--- src/hw/clk_ctrl_pkg.sv ---
// constants and types for the clock synthesizer output control block
// Operation
// RULE_01 - test mode divides crystal-pin test clock; mid/00 floats outputs; mid/1x reserved
// RULE_02 - under-clock margining keeps the 200 MHz dividers, only slows the VCO
// RULE_03 - serial slave accepts block writes only; block read is not supported
// RULE_04 - bytes arrive ascending, msb first; stop after any whole byte keeps them
// RULE_05 - slave answers address byte 0xd2, write direction only
// RULE_06 - command code after address must be 0x00, then a byte count
// RULE_07 - byte count gives number of data bytes; it bounds the data phase
// RULE_08 - host sends a byte count from 1 to 32, never zero
// RULE_09 - transfer is valid once the byte count acknowledge was sampled by host
// RULE_10 - all configuration bits load defaults at power-up; no access needed
// RULE_11 - control bit 7 enables down-spread, default off
// RULE_12 - control bit 5 picks shared output 66 MHz (0) or 48 MHz (1)
// RULE_13 - control bit 4 reads the live cpu stop pin
// RULE_14 - control bit 3 stops the seven stoppable pci outputs only
// RULE_15 - control bits 2..0 read straps latched at power-up
// RULE_16 - power-down: cpu true at 2x current, complements float, rest low, vco off
// RULE_17 - normal modes: reference at crystal rate, 48 MHz outputs fixed
// RULE_18 - frequency straps pick cpu 66/100/200/133 MHz; fixed 66 outputs unchanged
// RULE_19 - mode high buffers external 66 input, pci at half; low uses vco
// RULE_20 - straps sampled while power-good strobe low, strobe ignored afterwards
// RULE_21 - stop pins halt pci and non-free-running cpu pairs; clean restart
package clk_ctrl_pkg;

  // ----------------------------------------------------------------
  // enumerations
  // ----------------------------------------------------------------
  typedef enum logic [1:0] {
    MODE_LOW  = 2'b00,
    MODE_HIGH = 2'b01,
    MODE_MID  = 2'b10,
    MODE_BAD  = 2'b11
  } mode_t;

  typedef enum logic [1:0] {
    CPU_66  = 2'b00,
    CPU_100 = 2'b01,
    CPU_200 = 2'b10,
    CPU_133 = 2'b11
  } cpu_freq_t;

  typedef enum logic [2:0] {
    ST_IDLE = 3'b000,
    ST_ADDR = 3'b001,
    ST_CMD  = 3'b010,
    ST_CNT  = 3'b011,
    ST_DATA = 3'b100,
    ST_SKIP = 3'b101
  } smb_state_t;

  // ----------------------------------------------------------------
  // serial protocol values
  // ----------------------------------------------------------------
  localparam logic [7:0] SLAVE_ADDR  = 8'hd2;
  localparam logic [7:0] CMD_CODE    = 8'h00;
  localparam logic [5:0] CNT_MIN     = 6'h01;
  localparam logic [5:0] CNT_MAX     = 6'h20;
  localparam logic [3:0] BITS_BYTE   = 4'h8;

  // ----------------------------------------------------------------
  // control byte 0 layout and reset
  // ----------------------------------------------------------------
  localparam int         BIT_SPREAD  = 7;
  localparam int         BIT_VIDEO   = 5;
  localparam int         BIT_CPUSTOP = 4;
  localparam int         BIT_PCISTOP = 3;
  localparam logic [7:0] CTRL_RST    = 8'h00;
  localparam logic [7:0] CTRL_WMASK  = 8'ha8;

  // ----------------------------------------------------------------
  // pin synchroniser bus: {pg,pd,cst,pst,scl,sda,xtal,marg,mode,hi,lo}
  // ----------------------------------------------------------------
  localparam int          SYNC_W     = 12;
  localparam logic [11:0] SYNC_RST   = 12'hfc0;
  localparam logic [2:0]  STRAP_RST  = 3'h0;

endpackage : clk_ctrl_pkg

--- src/hw/pin_sync3.sv ---
// three-stage pin synchroniser with agreement filter
`timescale 1ns/1ps
`default_nettype none
module pin_sync3 #(
  parameter int          W       = 12,
  parameter logic [W-1:0] RST_VAL = 12'hfc0
) (
  // clock and reset
  input  wire logic         core_clk,
  input  wire logic         rst_n,
  // pins and filtered levels
  input  wire logic [W-1:0] pin_in,
  output logic      [W-1:0] level_ff
);

  genvar i;
  generate
    for (i = 0; i < W; i++)
    begin : g_bit
      logic s1_ff;
      logic s2_ff;
      logic s3_ff;
      logic lvl_ff;
      // s1 feeds s2 only; a change counts when s2 and s3 agree
      always_ff @(posedge core_clk or negedge rst_n)
      begin
        if (!rst_n)
        begin
          s1_ff       <= RST_VAL[i];
          s2_ff       <= RST_VAL[i];
          s3_ff       <= RST_VAL[i];
          lvl_ff      <= RST_VAL[i];
        end
        else
        begin
          s1_ff <= pin_in[i];
          s2_ff <= s1_ff;
          s3_ff <= s2_ff;
          if (s2_ff == s3_ff)
            lvl_ff <= s3_ff;
        end
      end
      // one flop per bit keeps each bit of the bus with a single driver
      assign level_ff[i] = lvl_ff;
    end
  endgenerate

endmodule : pin_sync3
`default_nettype wire

--- src/hw/test_clk_div.sv ---
// divider chain for the test clock sampled on the crystal pin
`timescale 1ns/1ps
`default_nettype none
module test_clk_div (
  // clock and reset
  input  wire logic       core_clk,
  input  wire logic       rst_n,
  // one-cycle pulse per rising test clock edge
  input  wire logic       tick,
  // bit0 = /2, bit1 = /4, bit2 = /8
  output logic      [2:0] div_ff
);

  always_ff @(posedge core_clk or negedge rst_n)
  begin
    if (!rst_n)
      div_ff <= 3'h0;
    else if (tick)
      div_ff <= div_ff + 3'h1; // RULE_01
  end

endmodule : test_clk_div
`default_nettype wire

--- src/hw/clk_out_ctrl.sv ---
// output gating, strap capture and serial configuration slave
`timescale 1ns/1ps
`default_nettype none
module clk_out_ctrl #(
  parameter logic [2:0] CPU_FREE_RUN = 3'h0
) (
  // clock and reset
  input  wire logic       core_clk,
  input  wire logic       rst_n,
  // straps
  input  wire logic       power_good_strobe_n,
  input  wire logic [1:0] mode_strap,
  input  wire logic       freq_strap_hi,
  input  wire logic       freq_strap_lo,
  // power management pins
  input  wire logic       power_down_n,
  input  wire logic       cpu_stop_n,
  input  wire logic       pci_stop_n,
  input  wire logic       under_clock_req,
  // crystal pin, carries the test clock in test mode
  input  wire logic       crystal_input,
  // serial configuration port
  input  wire logic       smb_scl_in,
  input  wire logic       smb_sda_in,
  output logic            smb_sda_out_ff,
  output logic            smb_sda_oe_ff,
  // cpu group
  output logic      [2:0] cpu_run_ff,
  output logic            cpu_iref2_ff,
  output logic            cpu_comp_float_ff,
  output logic      [1:0] cpu_freq_ff,
  output logic      [1:0] cpu_div_ff,
  // 66 MHz and pci groups
  output logic            fixed_66_run_ff,
  output logic            buffered_66_ext_ff,
  output logic      [6:0] pci_run_ff,
  output logic      [2:0] pci_free_run_ff,
  output logic            shared_video_48_ff,
  // reference and 48 MHz
  output logic            ref_48_run_ff,
  // synthesizer
  output logic            vco_on_ff,
  output logic            vco_slow_ff,
  output logic            spread_on_ff,
  output logic            all_hiz_ff,
  // test mode flag, divided test clocks and undivided crystal reference
  output logic            test_mode_ff,
  output logic            test_cpu_ff,
  output logic            test_66_ff,
  output logic            test_pci_ff,
  output logic            test_ref_ff,
  // configuration view
  output logic      [7:0] ctrl_byte_ff,
  output logic            xfer_valid_ff
);

  // ----------------------------------------------------------------
  // pin synchronisers
  // ----------------------------------------------------------------
  logic [11:0] lvl;

  pin_sync3 #(
    .W       (clk_ctrl_pkg::SYNC_W),
    .RST_VAL (clk_ctrl_pkg::SYNC_RST)
  ) u_sync (
    .core_clk (core_clk),
    .rst_n    (rst_n),
    .pin_in   ({power_good_strobe_n, power_down_n, cpu_stop_n, pci_stop_n,
                smb_scl_in, smb_sda_in, crystal_input, under_clock_req,
                mode_strap, freq_strap_hi, freq_strap_lo}),
    .level_ff (lvl)
  );

  wire       pg_n_s   = lvl[11];
  wire       pd_n_s   = lvl[10];
  wire       cstop_n  = lvl[9];
  wire       pstop_n  = lvl[8];
  wire       scl_s    = lvl[7];
  wire       sda_s    = lvl[6];
  wire       xtal_s   = lvl[5];
  wire       margin_s = lvl[4];
  wire [3:0] straps_s = lvl[3:0];

  // ----------------------------------------------------------------
  // strap capture
  // ----------------------------------------------------------------
  logic [3:0] strap_ff;
  logic       strap_done_ff;
  logic       strap_seen_ff;

  always_ff @(posedge core_clk or negedge rst_n)
  begin
    if (!rst_n)
    begin
      strap_ff      <= 4'h0;
      strap_done_ff <= 1'b0;
    end
    else if (!strap_done_ff)
    begin
      if (!pg_n_s)
        strap_ff <= straps_s; // RULE_20
      if (pg_n_s && strap_seen_ff)
        strap_done_ff <= 1'b1; // RULE_20
    end
  end

  always_ff @(posedge core_clk or negedge rst_n)
  begin
    if (!rst_n)
      strap_seen_ff <= 1'b0;
    else if (!pg_n_s)
      strap_seen_ff <= 1'b1;
  end

  // ----------------------------------------------------------------
  // mode decode
  // ----------------------------------------------------------------
  clk_ctrl_pkg::mode_t     mode;
  clk_ctrl_pkg::cpu_freq_t freq;

  assign mode = clk_ctrl_pkg::mode_t'(strap_ff[3:2]);
  assign freq = clk_ctrl_pkg::cpu_freq_t'(strap_ff[1:0]);

  logic [7:0] ctrl_ff;

  wire mid       = (mode == clk_ctrl_pkg::MODE_MID);
  wire ext66     = (mode == clk_ctrl_pkg::MODE_HIGH);
  // reserved mid codes float the outputs, the safest defined answer
  wire hiz       = mid && (freq != clk_ctrl_pkg::CPU_100); // RULE_01
  wire test      = mid && (freq == clk_ctrl_pkg::CPU_100); // RULE_01
  wire pd        = !pd_n_s;
  wire run       = !pd && !hiz;
  wire sw_pstop  = ctrl_ff[clk_ctrl_pkg::BIT_PCISTOP];

  // ----------------------------------------------------------------
  // test clock dividers
  // ----------------------------------------------------------------
  // the test clock is sampled, so it must stay well below core_clk / 2
  logic       xtal_q_ff;
  logic [2:0] tdiv;
  wire        xtal_rise = xtal_s && !xtal_q_ff;

  test_clk_div u_tdiv (
    .core_clk (core_clk),
    .rst_n    (rst_n),
    .tick     (xtal_rise && test),
    .div_ff   (tdiv)
  );

  // ----------------------------------------------------------------
  // output next values
  // ----------------------------------------------------------------
  wire [2:0] nxt_cpu_run  = run ? (CPU_FREE_RUN | {3{cstop_n}}) : 3'h0; // RULE_21
  wire [6:0] nxt_pci_run  = (run && pstop_n && !sw_pstop) ? 7'h7f : 7'h00; // RULE_14
  wire [2:0] nxt_pci_free = run ? 3'h7 : 3'h0; // RULE_14
  wire [1:0] nxt_cpu_div  = margin_s ? clk_ctrl_pkg::CPU_200 : freq; // RULE_02
  wire       tgate        = test && !pd;

  always_ff @(posedge core_clk or negedge rst_n)
  begin
    if (!rst_n)
    begin
      xtal_q_ff          <= 1'b0;
      cpu_run_ff         <= 3'h0;
      cpu_iref2_ff       <= 1'b0;
      cpu_comp_float_ff  <= 1'b0;
      cpu_freq_ff        <= 2'h0;
      cpu_div_ff         <= 2'h0;
      fixed_66_run_ff    <= 1'b0;
      buffered_66_ext_ff <= 1'b0;
      pci_run_ff         <= 7'h00;
      pci_free_run_ff    <= 3'h0;
      shared_video_48_ff <= 1'b0;
      ref_48_run_ff      <= 1'b0;
      vco_on_ff          <= 1'b0;
      vco_slow_ff        <= 1'b0;
      spread_on_ff       <= 1'b0;
      all_hiz_ff         <= 1'b0;
    end
    else
    begin
      xtal_q_ff          <= xtal_s;
      cpu_run_ff         <= nxt_cpu_run; // RULE_21
      cpu_iref2_ff       <= pd; // RULE_16
      cpu_comp_float_ff  <= pd; // RULE_16
      cpu_freq_ff        <= freq; // RULE_18
      cpu_div_ff         <= nxt_cpu_div; // RULE_02
      fixed_66_run_ff    <= run; // RULE_18
      buffered_66_ext_ff <= ext66; // RULE_19
      pci_run_ff         <= nxt_pci_run; // RULE_21
      pci_free_run_ff    <= nxt_pci_free;
      shared_video_48_ff <= ctrl_ff[clk_ctrl_pkg::BIT_VIDEO]; // RULE_12
      ref_48_run_ff      <= run && !test; // RULE_17
      vco_on_ff          <= !pd; // RULE_16
      vco_slow_ff        <= margin_s && !pd; // RULE_02
      spread_on_ff       <= ctrl_ff[clk_ctrl_pkg::BIT_SPREAD]; // RULE_11
      all_hiz_ff         <= hiz && !pd; // RULE_01
    end
  end

  always_ff @(posedge core_clk or negedge rst_n)
  begin
    if (!rst_n)
    begin
      test_mode_ff <= 1'b0;
      test_cpu_ff  <= 1'b0;
      test_66_ff   <= 1'b0;
      test_pci_ff  <= 1'b0;
      test_ref_ff  <= 1'b0;
    end
    else
    begin
      test_mode_ff <= tgate;
      test_cpu_ff  <= tgate && tdiv[0]; // RULE_01
      test_66_ff   <= tgate && tdiv[1]; // RULE_01
      test_pci_ff  <= tgate && tdiv[2]; // RULE_01
      test_ref_ff  <= tgate && xtal_s; // RULE_01
    end
  end

  // ----------------------------------------------------------------
  // serial slave: bus conditions
  // ----------------------------------------------------------------
  logic scl_q_ff;
  logic sda_q_ff;

  wire scl_rise = scl_s && !scl_q_ff;
  wire scl_fall = !scl_s && scl_q_ff;
  wire start_c  = scl_s && scl_q_ff && sda_q_ff && !sda_s;
  wire stop_c   = scl_s && scl_q_ff && !sda_q_ff && sda_s;

  // ----------------------------------------------------------------
  // serial slave: byte engine
  // ----------------------------------------------------------------
  clk_ctrl_pkg::smb_state_t st_ff;
  logic [7:0] shift_ff;
  logic [3:0] bit_cnt_ff;
  logic       ack_ff;
  logic [5:0] remain_ff;
  logic [5:0] idx_ff;

  wire byte_done = scl_fall && !ack_ff && (bit_cnt_ff == clk_ctrl_pkg::BITS_BYTE);
  wire ack_end   = scl_fall && ack_ff;
  wire cnt_ok    = (shift_ff[7:6] == 2'h0) && (shift_ff[5:0] >= clk_ctrl_pkg::CNT_MIN)
                   && (shift_ff[5:0] <= clk_ctrl_pkg::CNT_MAX);
  wire cnt_big   = (shift_ff == 8'h20);

  logic byte_ok;
  always_comb
  begin
    unique case (st_ff)
      clk_ctrl_pkg::ST_ADDR: byte_ok = (shift_ff == clk_ctrl_pkg::SLAVE_ADDR); // RULE_05
      clk_ctrl_pkg::ST_CMD:  byte_ok = (shift_ff == clk_ctrl_pkg::CMD_CODE); // RULE_06
      clk_ctrl_pkg::ST_CNT:  byte_ok = cnt_ok || cnt_big; // RULE_08
      clk_ctrl_pkg::ST_DATA: byte_ok = (remain_ff != 6'h00); // RULE_07
      default:               byte_ok = 1'b0;
    endcase
  end

  wire wr_ctrl = ack_end && (st_ff == clk_ctrl_pkg::ST_DATA) && (idx_ff == 6'h00);

  always_ff @(posedge core_clk or negedge rst_n)
  begin
    if (!rst_n)
    begin
      scl_q_ff <= 1'b1;
      sda_q_ff <= 1'b1;
      shift_ff <= 8'h00;
    end
    else
    begin
      scl_q_ff <= scl_s;
      sda_q_ff <= sda_s;
      if (scl_rise && !ack_ff && (st_ff != clk_ctrl_pkg::ST_IDLE))
        shift_ff <= {shift_ff[6:0], sda_s}; // RULE_04
    end
  end

  always_ff @(posedge core_clk or negedge rst_n)
  begin
    if (!rst_n)
    begin
      st_ff         <= clk_ctrl_pkg::ST_IDLE;
      bit_cnt_ff    <= 4'h0;
      ack_ff        <= 1'b0;
      smb_sda_oe_ff <= 1'b0;
      xfer_valid_ff <= 1'b0;
    end
    else if (start_c)
    begin
      st_ff         <= clk_ctrl_pkg::ST_ADDR;
      bit_cnt_ff    <= 4'h0;
      ack_ff        <= 1'b0;
      smb_sda_oe_ff <= 1'b0;
      xfer_valid_ff <= 1'b0;
    end
    else if (stop_c)
    begin
      st_ff         <= clk_ctrl_pkg::ST_IDLE;
      ack_ff        <= 1'b0;
      smb_sda_oe_ff <= 1'b0;
    end
    else if (scl_rise && !ack_ff && (st_ff != clk_ctrl_pkg::ST_IDLE))
      bit_cnt_ff <= bit_cnt_ff + 4'h1;
    else if (byte_done && byte_ok)
    begin
      ack_ff        <= 1'b1;
      smb_sda_oe_ff <= 1'b1; // RULE_03
    end
    else if (byte_done)
      st_ff <= clk_ctrl_pkg::ST_SKIP; // RULE_03
    else if (ack_end)
    begin
      ack_ff        <= 1'b0;
      smb_sda_oe_ff <= 1'b0;
      bit_cnt_ff    <= 4'h0;
      unique case (st_ff)
        clk_ctrl_pkg::ST_ADDR: st_ff <= clk_ctrl_pkg::ST_CMD;
        clk_ctrl_pkg::ST_CMD:  st_ff <= clk_ctrl_pkg::ST_CNT;
        clk_ctrl_pkg::ST_CNT:
        begin
          st_ff         <= clk_ctrl_pkg::ST_DATA;
          xfer_valid_ff <= 1'b1; // RULE_09
        end
        default:               st_ff <= st_ff;
      endcase
    end
  end

  always_ff @(posedge core_clk or negedge rst_n)
  begin
    if (!rst_n)
    begin
      remain_ff <= 6'h00;
      idx_ff    <= 6'h00;
    end
    else if (ack_end && (st_ff == clk_ctrl_pkg::ST_CNT))
    begin
      remain_ff <= shift_ff[5:0]; // RULE_07
      idx_ff    <= 6'h00;
    end
    else if (ack_end && (st_ff == clk_ctrl_pkg::ST_DATA))
    begin
      remain_ff <= remain_ff - 6'h01; // RULE_07
      idx_ff    <= idx_ff + 6'h01; // RULE_04
    end
  end

  // ----------------------------------------------------------------
  // control byte 0
  // ----------------------------------------------------------------
  // only bits 7, 5 and 3 are writable; bit 6 reads 0, bits 4 and 2..0 show pin and strap state
  always_ff @(posedge core_clk or negedge rst_n)
  begin
    if (!rst_n)
      ctrl_ff <= clk_ctrl_pkg::CTRL_RST; // RULE_10
    else if (wr_ctrl && xfer_valid_ff)
      ctrl_ff <= shift_ff & clk_ctrl_pkg::CTRL_WMASK; // RULE_11
  end

  wire [7:0] nxt_ctrl_view = {ctrl_ff[7:5], cstop_n, ctrl_ff[3], ext66, strap_ff[1:0]}; // RULE_15

  always_ff @(posedge core_clk or negedge rst_n)
  begin
    if (!rst_n)
    begin
      ctrl_byte_ff   <= clk_ctrl_pkg::CTRL_RST;
      smb_sda_out_ff <= 1'b0;
    end
    else
    begin
      ctrl_byte_ff   <= nxt_ctrl_view; // RULE_13
      smb_sda_out_ff <= 1'b0;
    end
  end
endmodule : clk_out_ctrl
`default_nettype wire

--- config.mk ---
export PLATFORM = sky130hd
export DESIGN_NAME = clk_out_ctrl
export DESIGN_NICKNAME = d
export VERILOG_FILES = /design/src/hw/clk_ctrl_pkg.sv /design/src/hw/pin_sync3.sv /design/src/hw/test_clk_div.sv /design/src/hw/clk_out_ctrl.sv
export SDC_FILE = /design/constraint.sdc
export NUM_CORES = 1
export LEC_CHECK = 0
export ABC_AREA = 1
export BUFFER_PORTS_ARGS = -buffer_cell sky130_fd_sc_hd__buf_2
export CORE_AREA = 2 2 82 144
export CTS_CLUSTER_SIZE = 14
export DETAILED_ROUTE_END_ITERATION = 10
export DIE_AREA = 0 0 84 146
export PLACE_DENSITY = 0.65
export SLEW_MARGIN = 20
export SYNTH_ARGS = -nofsm -noshare
export SYNTH_HDL_FRONTEND = slang
export SYNTH_SLANG_ARGS = --single-unit
--- constraint.sdc ---
create_clock -name core_clk -period 2.2 [get_ports core_clk]
set_input_delay 0.22 -clock core_clk [delete_from_list [all_inputs] [get_ports core_clk]]
set_output_delay 0.22 -clock core_clk [all_outputs]
set_load 0.02 [all_outputs]
After elaboration in Yosys (flattened, before gate mapping)
Cells that the tools add are included.
{ "totals": {"elab_cells": 223, "out_inout_bits": 43, "in_bits": 14, "ff_bits": 130} }
{ "classes": {"n_addsub": 4, "eq_ne": 32, "bitwise_logic": 2, "order_cmp": 2, "reduce_logical": 63, "muxes": 37} }
{ "op_table": {"columns": ["operator", "n"], "rows": [
  ["$logic_and 1x1->1", 35],
  ["$mux 3", 8],
  ["$mux 4", 6],
  ["$mux 6", 4],
  ["$mux 1", 15],
  ["$eq 1x1->1", 12],
  ["$reduce_bool 6->1", 2],
  ["$logic_not 1->1", 10],
  ["$ne 3x3->1 const B", 3],
  ["$pmux 3 s3", 1],
  ["$eq 8x6->1 const B", 1],
  ["$eq 8x8->1 const B", 1],
  ["$logic_not 8->1", 1],
  ["$ne 2x2->1 const B", 4],
  ["$reduce_and 4->1", 2],
  ["$reduce_bool 4->1", 2],
  ["$mux 7", 1],
  ["$add 6x1->6 const B", 1],
  ["$eq 3x2->1 const B", 2],
  ["$ge 6x1->1 const B", 1],
  ["$le 6x6->1 const B", 1],
  ["$logic_not 6->1", 1],
  ["$reduce_and 6->1", 1],
  ["$reduce_bool 2->1", 3],
  ["19 further kinds", 22]
]} }

Depth between registers and ports, before layout
Gate-level depths: netlist of run 1.
{ "depth": {"word_depth": 10, "ltp_mapped": 11, "depth_no_buf": 11} }

Modules after synthesis
A second synthesis of run 1 with hierarchy kept.
{ "unflattened": {"cells_unflattened": 446, "hier_area_um2": 4590.7} }
{ "modules_own_cells": {"columns": ["module", "seq_area_each_um2", "cells_each", "area_each_um2", "n_inst"], "rows": [
  ["clk_out_ctrl", 1579.0, 324, 2941.6, 1],
  ["pin_sync3", 1231.2, 108, 1516.5, 1],
  ["test_clk_div", 75.1, 14, 132.6, 1]
]} }

Least setup slack after synthesis of run 1
Ideal clock, no wire load.
{ "synth_path": {"path_type": "register -> register", "from": "reg bit_cnt_ff[0]", "to": "reg st_ff[1]", "n_path_buf": 0, "stages_incl_launch_ff": 12, "period_less_slack_ps": 1406, "arrival_time_ps": 1289, "setup_time_ps": 117, "required_time_ps": 2083, "path_slack_ps": 794, "path_cell_list": "dfrtp_1 -> inv_1 -> ha_1 -> nand2_1 -> inv_1 -> nand3_1 -> nand2_1 -> nor2_1 -> a21oi_2 -> nand2_2 -> nand2_1 -> nand2_1"} }
{ "synth_via": {"elab_chain_len": 7, "word_cells_on_any_way": 12, "classes_between": "eq/ne (2); mux (5); reduce/logical (5)"} }
{ "synth_rtl": {"columns": ["item", "line_no", "rtl"], "rows": [
  ["start, declared", "clk_out_ctrl.sv:237", "logic [3:0] bit_cnt_ff;"],
  ["start signal, assigned", "clk_out_ctrl.sv:304", "bit_cnt_ff <= bit_cnt_ff + 4'h1;"],
  ["$eq 4x4->1 (*)", "clk_out_ctrl.sv:242", "wire byte_done = scl_fall && !ack_ff && (bit_cnt_ff == clk_ctrl_pkg::BITS_BYTE);"],
  ["$logic_and 1x1->1 (*)", "clk_out_ctrl.sv:242", null],
  ["$mux 3", "clk_out_ctrl.sv:310", "else if (byte_done)"],
  ["$mux 3", "clk_out_ctrl.sv:305", "else if (byte_done && byte_ok)"],
  ["$mux 3", "clk_out_ctrl.sv:303", "else if (scl_rise && !ack_ff && (st_ff != clk_ctrl_pkg::ST_IDLE))"],
  ["$mux 3", "clk_out_ctrl.sv:297", "else if (stop_c)"],
  ["$mux 3", "clk_out_ctrl.sv:289", "else if (start_c)"],
  ["end signal, assigned", "clk_out_ctrl.sv:291", "st_ff <= clk_ctrl_pkg::ST_ADDR;"],
  ["end signal, assigned", "clk_out_ctrl.sv:299", "st_ff <= clk_ctrl_pkg::ST_IDLE;"],
  ["end signal, assigned", "clk_out_ctrl.sv:311", "st_ff <= clk_ctrl_pkg::ST_SKIP;"],
  ["end, declared", "clk_out_ctrl.sv:235", "clk_ctrl_pkg::smb_state_t st_ff;"]
]} }
Every way passes the cells marked *; elsewhere a longest branch is shown, timed or not. The select of a mux whose other input is x is not followed.
A chain may end at the register's enable or synchronous reset.

Worst setup path after layout of run 1
{ "layout_path": {"from": "reg scl_q_ff", "to": "reg remain_ff[5]"} }
{ "layout_via": {"elab_chain_len": 4, "word_cells_on_any_way": 6, "classes_between": "mux (1); reduce/logical (5)"} }
{ "layout_rtl": {"columns": ["item", "line_no", "rtl"], "rows": [
  ["start, declared", "clk_out_ctrl.sv:224", "logic scl_q_ff;"],
  ["start signal, assigned", "clk_out_ctrl.sv:272", "scl_q_ff <= scl_s;"],
  ["$logic_and 1x1->1 (*)", "clk_out_ctrl.sv:228", "wire scl_fall = !scl_s && scl_q_ff;"],
  ["$logic_and 1x1->1 (*)", "clk_out_ctrl.sv:243", "wire ack_end = scl_fall && ack_ff;"],
  ["$logic_and 1x1->1, on equally long branches", "clk_out_ctrl.sv:337, clk_out_ctrl.sv:342", null],
  ["$mux 6 / $reduce_bool 2->1 (equally long branches)", null, null],
  ["end signal, assigned", "clk_out_ctrl.sv:339", "remain_ff <= shift_ff[5:0];"],
  ["end signal, assigned", "clk_out_ctrl.sv:344", "remain_ff <= remain_ff - 6'h01;"],
  ["end, declared", "clk_out_ctrl.sv:239", "logic [5:0] remain_ff;"]
]} }
Every way passes the cells marked *; elsewhere a longest branch is shown, timed or not.

==> summary.md, run 1 <==
| Metric | Value |
|---|---|
| Outcome | `complete, no violations` |
| Hold Violations, Final | `0` |
| Commonest non-fill, non-tap cell in the layout | `dfrtp_1` |
| Starting density of the core | `0.396` |
| Antenna violations before repair | `0` |
| Maximum fanout along the worst path | `10` |
| Crit share post-route | `0.718` |
| Post-Synthesis Mean Instance Area | `11.1 um^2` |
| Grt ovf | `0` |
| Net Sw Frac | `0.278` |
| Die area | `12,300 um^2` |
| NetSw | `approximately 0.0017 W` |
| Post-CTS setup buffer count | `0` |
| PwrDens | `1150 nW/um^2` |
| Minimum clock period | `around 1.6 ns` |
| Share of the yosys chip area belonging to registers | `0.661` |
| Detailed-route via count | `2,820` |
| Clk sink count | `114` |
| Max-cap violations | `0` |
| GR Util met2 | `0.230` |
| Comb power frac | `0.145` |
| Lkg Pwr | `2.66 nW` |
| Remaining routing DRC violations | `0` |
| Met3 Usage GRT | `0.0437` |
| DP Cell Count | `562` |
| CTS tree | `yes` |
| Vias in the first global route | `2,928` |
| Vias per cell | `4.65` |
| Max Freq | `633 MHz` |
| Max-slew violations | `0` |
| Largest area contributor in the netlist | `dfrtp_1` |
| Yosys top cell area share | `0.504` |
| NumNets Final | `483` |
| Ant diodes | `0` |
| Met1 Resource Use GR | `0.141` |
| Synth Register Bits | `114` |
| Setup crit end kind | `flip-flop` |
| Area Growth Syn to Fin | `24.4%` |
| Unrepaired setup endpoints after global routing | `no` |
| CP Launch Type | `flip-flop` |
| Num CTS Buffers | `17` |
| Drt first pass iters | `4` |
| Critical Path RT | `2.48 ns` |
| Critical path's slowest cell | `dfstp_2` |
| H-tree depth | `4` |
| Post-Syn Area | `roughly 4400 um^2` |
| Largest stage delay on the critical path | `between 0.5 and 0.6 ns` |
| Most used routing layer | `met2` |
| I/O Buffers | `between 50 and 60` |
| CP dominant cell by count | `nand2_1` |
| Clock buffer depth | `2` |
| Reg power frac | `0.416` |
| Post-synth cell types | `34` |
| RePlAce Congestion | `0.861` |
| TNS Setup | `0 ns` |
| Chip Height | `146 um` |
| First-pass GRT wire length | `about 13,000 um` |
| # IOs | `57` |
| Routed WL | `7350 um` |
| Clock Power Share | `0.439` |
| Layout cell share with drive strength beyond 1 | `0.282` |
| Int Power | `between 0.004 and 0.005 W` |
| Arr. time, crit path | `1.86 ns` |
| Worst-skew pair later-pin latency | `0.41 ns` |
| CTS Root Cell | `clkbuf_16` |
| Synth Instances | `392` |
| DRT antenna net count | `0` |
| Hold-fix buffers, CTS | `13` |
| Site Rows | `51` |
| Drt wl/cell | `12.1 um` |
| CTS resizes | `0` |
| Post-Route Skew | `0.00689 ns` |
| Setup-failing EPs final | `0` |
| Ys async rst share | `1.00` |
| YS warnings | `0` |
| Maximum VDD drop | `0.735 mV` |
| Top area cells in the synthesized netlist | `dfrtp_1, dfstp_2, nand2_1` |
| 1st-iter DRT viols | `141` |
| WS Path Type | `flip-flop to flip-flop` |
| Final cell count without fillers | `607` |
| Placeable Area | `~11,000 um^2` |
| Worst Hold Class | `input port to async pin` |
| Largest net degree at the start of global routing | `40` |
| Top FF cell, synth | `dfrtp_1` |
| All-layer global routing usage | `0.133` |
| Detailed-placement wirelength estimate | `5120 um` |
| Most frequent cells in the layout | `dfrtp_1, nand2_1, buf_2, inv_1, nor2_1` |
| Die Wd | `84 um` |
| Post-synth EDFFs | `0` |
| CP cell instances | `nand2_1 > nor2_4 > nand2_2 > clkinv_2 > nand2_1 > o211ai_2 > nand3_1` |
| Clk slew on worst S/H paths | `0.05 ns` |
-- area by class of cell --
cell class                 count  area [um^2]
fill                         966         5610
sequential                   114         2890
multi-input combinational    211         1160
clock buffer                  21          450
timing repair buffer          70          438
inverter                      48          181
tap                          132          165
clock inverter                11          154
-- routing by layer --
layer	routed length, um	vias to the layer above
met5	0	-
met4	125	0
met3	299	12
met2	4010	68
met1	2920	1358
li1	-	1382
-- critical path: cells and delay by family, from the launching register on --
kind                   cells  cell delay, ns
and+or+nand+nor            5            0.57
DFF                        1            0.55
buffers and inverters      1            0.17
AOI/OAI and AO/OA          1            0.16
-- flip-flops by register name, summed over array words and instances (netlist names), 2 cells and up --
register             cells
remain_ff                6
st_ff                    3
strap_ff                 4
cpu_div_ff               2
shift_ff                 8
ctrl_byte_ff             6
u_sync.g_bit.s2_ff      12
bit_cnt_ff               4
u_sync.g_bit.s3_ff      12
u_tdiv.div_ff            3
idx_ff                   6
ctrl_ff                  3
u_sync.g_bit.s1_ff      12
u_sync.g_bit.lvl_ff     12
-- cell usage after synthesis, types with 4 or more instances --
master and number:
o21ai_0 16, o211ai_1 4, a21oi_1 12, nor3_1 6
nor2_1 34, dfrtp_1 88, ha_1 7, nand2_2 7
inv_1 44, o21ai_1 4, nand3_1 20, maj3_1 12
buf_4 19, dfstp_2 26, nand2_1 65
-- power by group through the flow --
stage / Sequential [W] / Clock (W) / Combinational [W]
6_report: 0.00261 / 0.00275 / 0.000907
5_1_grt: 0.00265 / 0.00291 / 0.00104
4_1_cts: 0.00261 / 0.00282 / 0.000920
3_5_place_dp: 0.00264 / 0 / 0.000897
3_3_place_gp: 0.00263 / 0 / 0.000875
2_1_floorplan: 0.00264 / 0 / 0.000632
-- final timing paths --
check                                       from                endpoint  slack [ns]  cells past startpoint
max                                     scl_q_ff            remain_ff[5]        0.62                      7
min                                        rst_n           strap_seen_ff        0.32                      2
max reg2reg                             scl_q_ff            remain_ff[5]        0.62                      7
max in group asynchronous                  rst_n  u_sync.g_bit[7].lvl_ff        1.17                      3
min reg2reg                u_sync.g_bit[3].s1_ff   u_sync.g_bit[3].s2_ff        0.35                      0
min in group core_clk      u_sync.g_bit[3].s1_ff   u_sync.g_bit[3].s2_ff        0.35                      0
-- stage by stage --
stage | hold slack, ns | power (W) | area, um^2 | setup WS [ns] | utilization
2_1_floorplan | -0.0756 | 0.00327 | 4370 | 0.794 | -
3_3_place_gp | 0.211 | 0.00350 | 4700 | 0.670 | 0.425
3_5_place_dp | 0.222 | 0.00354 | 4700 | 0.611 | 0.425
4_1_cts | 0.339 | 0.00635 | 5430 | 0.624 | 0.492
5_1_grt | 0.353 | 0.00661 | 5430 | 0.468 | 0.492
6_report | 0.323 | 0.00626 | 5430 | 0.619 | 0.492
-- kinds of logic (layout without fill, tap and decap cells) --
| logic type | count (synthesis) | count (layout) | synth area share |
|---|---|---|---|
| other | 1 | 2 | 0.000859 |
| buffers and inverters | 68 | 150 | 0.0754 |
| xor gates and xnor gates | 4 | 4 | 0.00802 |
| AOI/OAI and AO/OA | 43 | 43 | 0.0570 |
| DFF | 114 | 114 | 0.661 |
| and+or+nand+nor | 143 | 143 | 0.150 |
| adders and majority gates | 19 | 19 | 0.0476 |
Power figures use the tool's default switching activity.
==> run 2: changes to the inputs <==
Clock period 2.2 ns to 1.6 ns, I/O delays scaled along.
==> run 2 against run 1 <==
  * Sequential power rose by 38%
  * Register-to-register slack got worse by 0.56 ns
  * Largest power group unchanged
  * Die area did not move
  * First-iteration DRC count rose by 9.2%
  * Critical path type unchanged
==> summary.md, run 2 (synthesis gave the netlist of run 1 again) <==
| Metric | Value |
|---|---|
| Max Freq | `650 MHz` |
| Layout cell share with drive strength beyond 1 | `0.310` |
| Starting density of the core | `0.396` |
| Final cell count without fillers | `616` |
| Setup-failing EPs final | `0` |
| Chip Height | `146 um` |
| Num CTS Buffers | `17` |
| Critical Path RT | `1.94 ns` |
| Design Power | `0.00855 W` |
| Minimum clock period | `~1.5 ns` |
| NumNets Final | `492` |
| Hold Violations, Final | `0` |
| Commonest non-fill, non-tap cell in the layout | `dfrtp_1` |
| Die area | `around 12,000 um^2` |
| Clk slew on worst S/H paths | `about 0.06 ns` |
| Worst Hold Class | `input port to async pin` |
| PwrDens | `1550 nW/um^2` |
| Site Rows | `a little over 50` |
| Vias in the first global route | `between 2,000 and 3,000` |
| Area after DPL | `4740 um^2` |
| Combined area of the multi-input logic cells | `around 1200 um^2` |
| R2R Path End | `st_ff[0]` |
| WS Path Type | `flip-flop to flip-flop` |
| Area Growth Syn to Fin | `26.4%` |
| FILL cells | `approximately 960` |
| DRT antenna net count | `0` |
| Register area | `around 2900 um^2` |
| Most frequent cells in the layout | `dfrtp_1, nand2_1, buf_2, inv_1, nor2_1` |
| Outcome | `complete, no violations` |
| Unrepaired setup endpoints after global routing | `yes` |
| Vias per cell | `4.64` |
| Drt first pass iters | `4` |
| Setup crit end kind | `flip-flop` |
| I/O Buffers | `between 50 and 60` |
| Lkg Pwr | `2.70 nW` |
| Ant diodes | `0` |
| CTS tree | `yes` |
| Crit share post-route | `0.962` |
| TNS Setup | `0 ns` |
| Post-Route Skew | `0.00678 ns` |
| Reg-to-reg setup timing slack | `0.06 ns` |
| # IOs | `57` |
| DP Cell Count | `roughly 570` |
| Detailed-placement wirelength estimate | `5290 um` |
| Drt wl/cell | `about 12 um` |
| Cell area after layout | `5520 um^2` |
| Max-slew violations | `0` |
| CP Launch Type | `flip-flop` |
| Worst-case reg-to-reg path depth | `9` |
| Largest net degree at the start of global routing | `40` |
| Placeable Area | `11,000 um^2` |
| RePlAce Congestion | `0.860` |
| All-layer global routing usage | `0.136` |
| Clock buffer depth | `2` |
| Worst-skew pair later-pin latency | `between 0.4 and 0.5 ns` |
| First-pass GRT wire length | `roughly 13,000 um` |
| Detailed-route via count | `2,858` |
| Maximum VDD drop | `approximately 1.0 mV` |
| Grt ovf | `0` |
| Clk sink count | `114` |
| CTS Root Cell | `clkbuf_16` |
| Maximum fanout along the worst path | `4` |
| Routed WL | `7620 um` |
| Max-cap violations | `0` |
| Antenna violations before repair | `0` |
| H-tree depth | `4` |
| 1st-iter DRT viols | `154` |
| Die Wd | `about 84 um` |
| Remaining routing DRC violations | `0` |
| FF-to-FF Start | `u_sync.g_bit[6].lvl_ff` |
| Arr. time, crit path | `1.88 ns` |
==> run 2: changes by cell type in the layout (fill, tap and decap cells not counted), moves of 2 or more <==
cell	change
clkinvlp_4	-2
nor2_2	+2
bufinv_16	-2
inv_6	+7
clkbuf_1	-3
buf_4	+8
nor2_1	-2
==> run 2: metal layers <==
metal | global-route usage | wire length [um]
met3 | 0.0442 | 283
met4 | 0.0823 | 244
met1 | 0.146 | 2980
met5 | 0 | 0
met2 | 0.231 | 4110
==> run 2: power breakdown <==
group          total [W]  switching (W)  internal, W  leakage (nW)
logic            0.00135       0.000861     0.000492          1.03
registers        0.00359       0.000309      0.00329          1.38
clock network    0.00360        0.00138      0.00222         0.288
total            0.00855        0.00255      0.00600          2.70
==> run 2: area by class of cell <==
cell class	count	area share
tap	132	0.0299
multi-input combinational	211	0.215
timing repair buffer	79	0.0939
clock inverter	14	0.0254
inverter	48	0.0336
clock buffer	18	0.0796
sequential	114	0.523
==> run 2: how the worst max path moves through the flow <==
stage                           start       end  slack [ns]
2_1_floorplan           bit_cnt_ff[0]  st_ff[1]        0.19
3_3_place_gp                 scl_q_ff  st_ff[0]        0.14
3_5_place_dp            bit_cnt_ff[0]  st_ff[1]        0.03
4_1_cts                 bit_cnt_ff[0]  st_ff[1]        0.03
5_1_grt                      scl_q_ff  st_ff[2]       -0.03
6_report       u_sync.g_bit[6].lvl_ff  st_ff[0]        0.06
==> run 2: critical path: stages, from the launching register on <==
cell     delay, ns
dfstp_2       0.54
inv_1         0.09
nor2_2        0.10
nand2_1       0.12
nand2_4       0.11
nor2_2        0.06
a21oi_2       0.16
buf_4         0.14
nand3_1       0.07
nand2_1       0.08
==> run 2: metrics by stage <==
stage | setup WS, ns | hold WS (ns) | utilization
after global routing | -0.0263 | 0.280 | 0.500
after CTS | 0.0275 | 0.233 | 0.493
after floorplan | 0.194 | -0.136 | -
final | 0.0607 | 0.248 | 0.500
after global placement | 0.136 | 0.129 | 0.429
after detailed placement | 0.0281 | 0.136 | 0.429
==> run 2: timing repair <==
item	in CTS	in global routing
hold buffers	13	0
gates resized for setup	0	9
setup endpoints to repair	0	9
hold endpoints to repair	33	0
setup buffers	0	5
==> run 3: changes to the inputs <==
Settings changed: ABC_AREA 1 to unset, CORE_AREA 2 2 82 144 to 2 2 82 143, DIE_AREA 0 0 84 146 to 0 0 84 145.
==> run 3 against run 2 <==
  * The flow now finishes with violations (negative setup slack)
  * Sequential power fell by 1%
  * Synthesized cell count fell by 19%
  * Power rose by 7.8%
  * Critical path type unchanged
==> summary.md, run 3 <==
| Metric | Value |
|---|---|
| Outcome | `finished, violations left` |
| Failing checks | `negative setup slack` |
| Die area | `12,200 um^2` |
| Reg-to-reg setup timing slack | `-0.28 ns` |
| Maximum fanout along the worst path | `3` |
| Post-synth cell types | `57` |
| Setup WS post-layout | `-0.284 ns` |
| NetSw | `approximately 0.0024 W` |
| Detailed-route via count | `around 2,800` |
| Post-Route Skew | `~0.0075 ns` |
| Int Power | `0.00679 W` |
| Comb power frac | `0.184` |
| YS warnings | `0` |
| Clk sink count | `114` |
| Worst-skew pair later-pin latency | `0.41 ns` |
| WS Path Type | `flip-flop to flip-flop` |
| Synth Instances | `317` |
| Setup crit end kind | `flip-flop` |
| Routed WL | `8300 um` |
| DRT antenna net count | `0` |
| Post-Synthesis Mean Instance Area | `13.7 um^2` |
| Post-synthesis mux area share | `0.0449` |
| Remaining routing DRC violations | `0` |
| Clock Power Share | `0.432` |
| Unrepaired setup endpoints after global routing | `yes` |
| Maximum VDD drop | `~0.93 mV` |
| First-pass GRT wire length | `14,000 um` |
| Clock buffer depth | `2` |
| H-tree depth | `4` |
| Crit share post-route | `1.18` |
| Max-slew violations | `0` |
| Top FF cell, synth | `dfrtp_1` |
| Critical Path RT | `1.88 ns` |
| Post-synthesis simple-gate area fraction | `0.116` |
| Vias per cell | `4.89` |
| Cell area after layout | `6020 um^2` |
| Pre-CTS setup slack | `-0.266 ns` |
| Num CTS Buffers | `17` |
| Placeable Area | `11,000 um^2` |
| Synth Area in Adders | `0.0477` |
| Synth top cells by count | `dfrtp_1, dfstp_2, buf_4` |
| Hold Violations, Final | `0` |
| Core Util, Final | `0.545` |
| Share of the yosys chip area belonging to registers | `0.663` |
| Clk slew on worst S/H paths | `approximately 0.050 ns` |
| Starting density of the core | `0.394` |
| Max Freq | `531 MHz` |
| CP Launch Type | `flip-flop` |
| Die Wd | `between 80 and 90 um` |
| PwrDens | `around 1500 nW/um^2` |
| Net Sw Frac | `0.264` |
| Largest net degree at the start of global routing | `between 40 and 50` |
| Arr. time, crit path | `2.17 ns` |
| I/O Buffers | `54` |
| Synth Area in Compound Gates | `0.0607` |
| Chip Height | `145 um` |
| Post-Synth XOR/XNOR Area | `0.0141` |
| Post-Syn Area | `4350 um^2` |
| Grt ovf | `0` |
| Most frequent cells in the layout | `dfrtp_1, buf_2, buf_4, dfstp_2, clkbuf_16` |
| Yosys top cell area share | `0.506` |
| Commonest non-fill, non-tap cell in the layout | `dfrtp_1` |
| Synth Register Bits | `114` |
| RePlAce Congestion | `0.854` |
| Vias in the first global route | `2,901` |
| Site Rows | `51` |
| TNS Setup | `-1.16 ns` |
| CTS tree | `yes` |
| Detailed-placement wirelength estimate | `5660 um` |
| Reg power frac | `0.384` |
| Worst Hold Class | `input port to async pin` |
| Area after DPL | `5000 um^2` |
| Max-cap violations | `0` |
| Most frequent cell after synthesis | `dfrtp_1` |
| # IOs | `57` |
| Antenna violations before repair | `0` |
| Lkg Pwr | `2.81 nW` |
| Main combinational cell family by area after synthesis | `simple AND/OR/NAND/NOR gates` |
| Top area cells in the synthesized netlist | `dfrtp_1, dfstp_2, buf_4` |
| Layout cell share with drive strength beyond 1 | `0.481` |
| FILL cells | `about 950` |
| NumNets Final | `451` |
| CTS Root Cell | `clkbuf_16` |
| Drt first pass iters | `4` |
| Post-synth EDFFs | `0` |
| Fin Hold WS | `0.253 ns` |
| All-layer global routing usage | `0.147` |
| Ant diodes | `0` |
| 1st-iter DRT viols | `112` |
| Area Growth Syn to Fin | `38.3%` |
| Setup-failing EPs final | `12` |
| Largest area contributor in the netlist | `dfrtp_1` |
| Minimum clock period | `1.88 ns` |
| Ys async rst share | `1.00` |
| Drt wl/cell | `~14 um` |
[run 3: cell count changes in the layout (fill, tap and decap cells not counted), sizes merged, moves of 14 or more]
cell / change
nand2: -63
inv: -41
buf: +39
mux2: +17
nor2: -15
nand3: -14
[run 3: power groups by stage]
stage	sequential (W)	combinational (W)	clock [W]
final	0.00354	0.00170	0.00398
after global routing	0.00359	0.00184	0.00421
after CTS	0.00353	0.00162	0.00408
after detailed placement	0.00357	0.00155	0
after global placement	0.00355	0.00152	0
after floorplan	0.00363	0.000904	0
[run 3: what timing repair did]
action / 4_1_cts / 5_1_grt
setup endpoints to repair: 15 / 18
gates resized for setup: 13 / 24
hold buffers: 13 / 0
endpoints found under the hold margin: 33 / 0
pin swaps: 6 / 16
setup buffers: 3 / 10
[run 3: kinds of logic after synthesis]
logic type	after synthesis
muxes	17
buffers and inverters	39
AOI/OAI and AO/OA	35
DFF	114
and+or+nand+nor	85
other	1
xor gates and xnor gates	7
adders and majority gates	19
[run 3: final timing paths]
check | startpoint | cells after the start | to
max | remain_ff[1] | 8 | st_ff[0]
min | rst_n | 2 | bit_cnt_ff[3]
max reg2reg | remain_ff[1] | 8 | st_ff[0]
min reg2reg | u_sync.g_bit[5].s1_ff | 0 | u_sync.g_bit[5].s2_ff
max in group asynchronous | rst_n | 3 | u_sync.g_bit[11].s3_ff
min in group core_clk | u_sync.g_bit[5].s1_ff | 0 | u_sync.g_bit[5].s2_ff
[run 3: metrics by stage]
step	total power (W)	std cells
2_1_floorplan	0.00454	318
3_3_place_gp	0.00507	518
3_5_place_dp	0.00513	518
4_1_cts	0.00923	566
5_1_grt	0.00964	575
6_report	0.00922	575
[run 3: routing by layer]
metal	global-route usage	part of all wire	vias up
met5	0	0	-
met4	0.0685	0.025	0
met3	0.0461	0.036	15
met2	0.263	0.56	69
met1	0.155	0.38	1416
li1	-	-	1312
[run 3: layout make-up]
class,instances,area (um^2),share of cell area
clock inverters,12,180,0.0299
inverters,14,52.6,0.00873
clock buffers,20,457,0.0759
flip-flops and latches,114,2890,0.480
multi-input cells,165,1430,0.238
well taps,132,165,0.0274
repair buffers,118,846,0.141
[run 3: critical path: stages, from the launching register on]
cell,delay (ns)
dfrtp_1,0.39
inv_2,0.10
ha_4,0.14
nand2b_1,0.07
nor4_2,0.18
buf_4,0.17
o22ai_4,0.07
o31ai_4,0.30
mux2_4,0.33
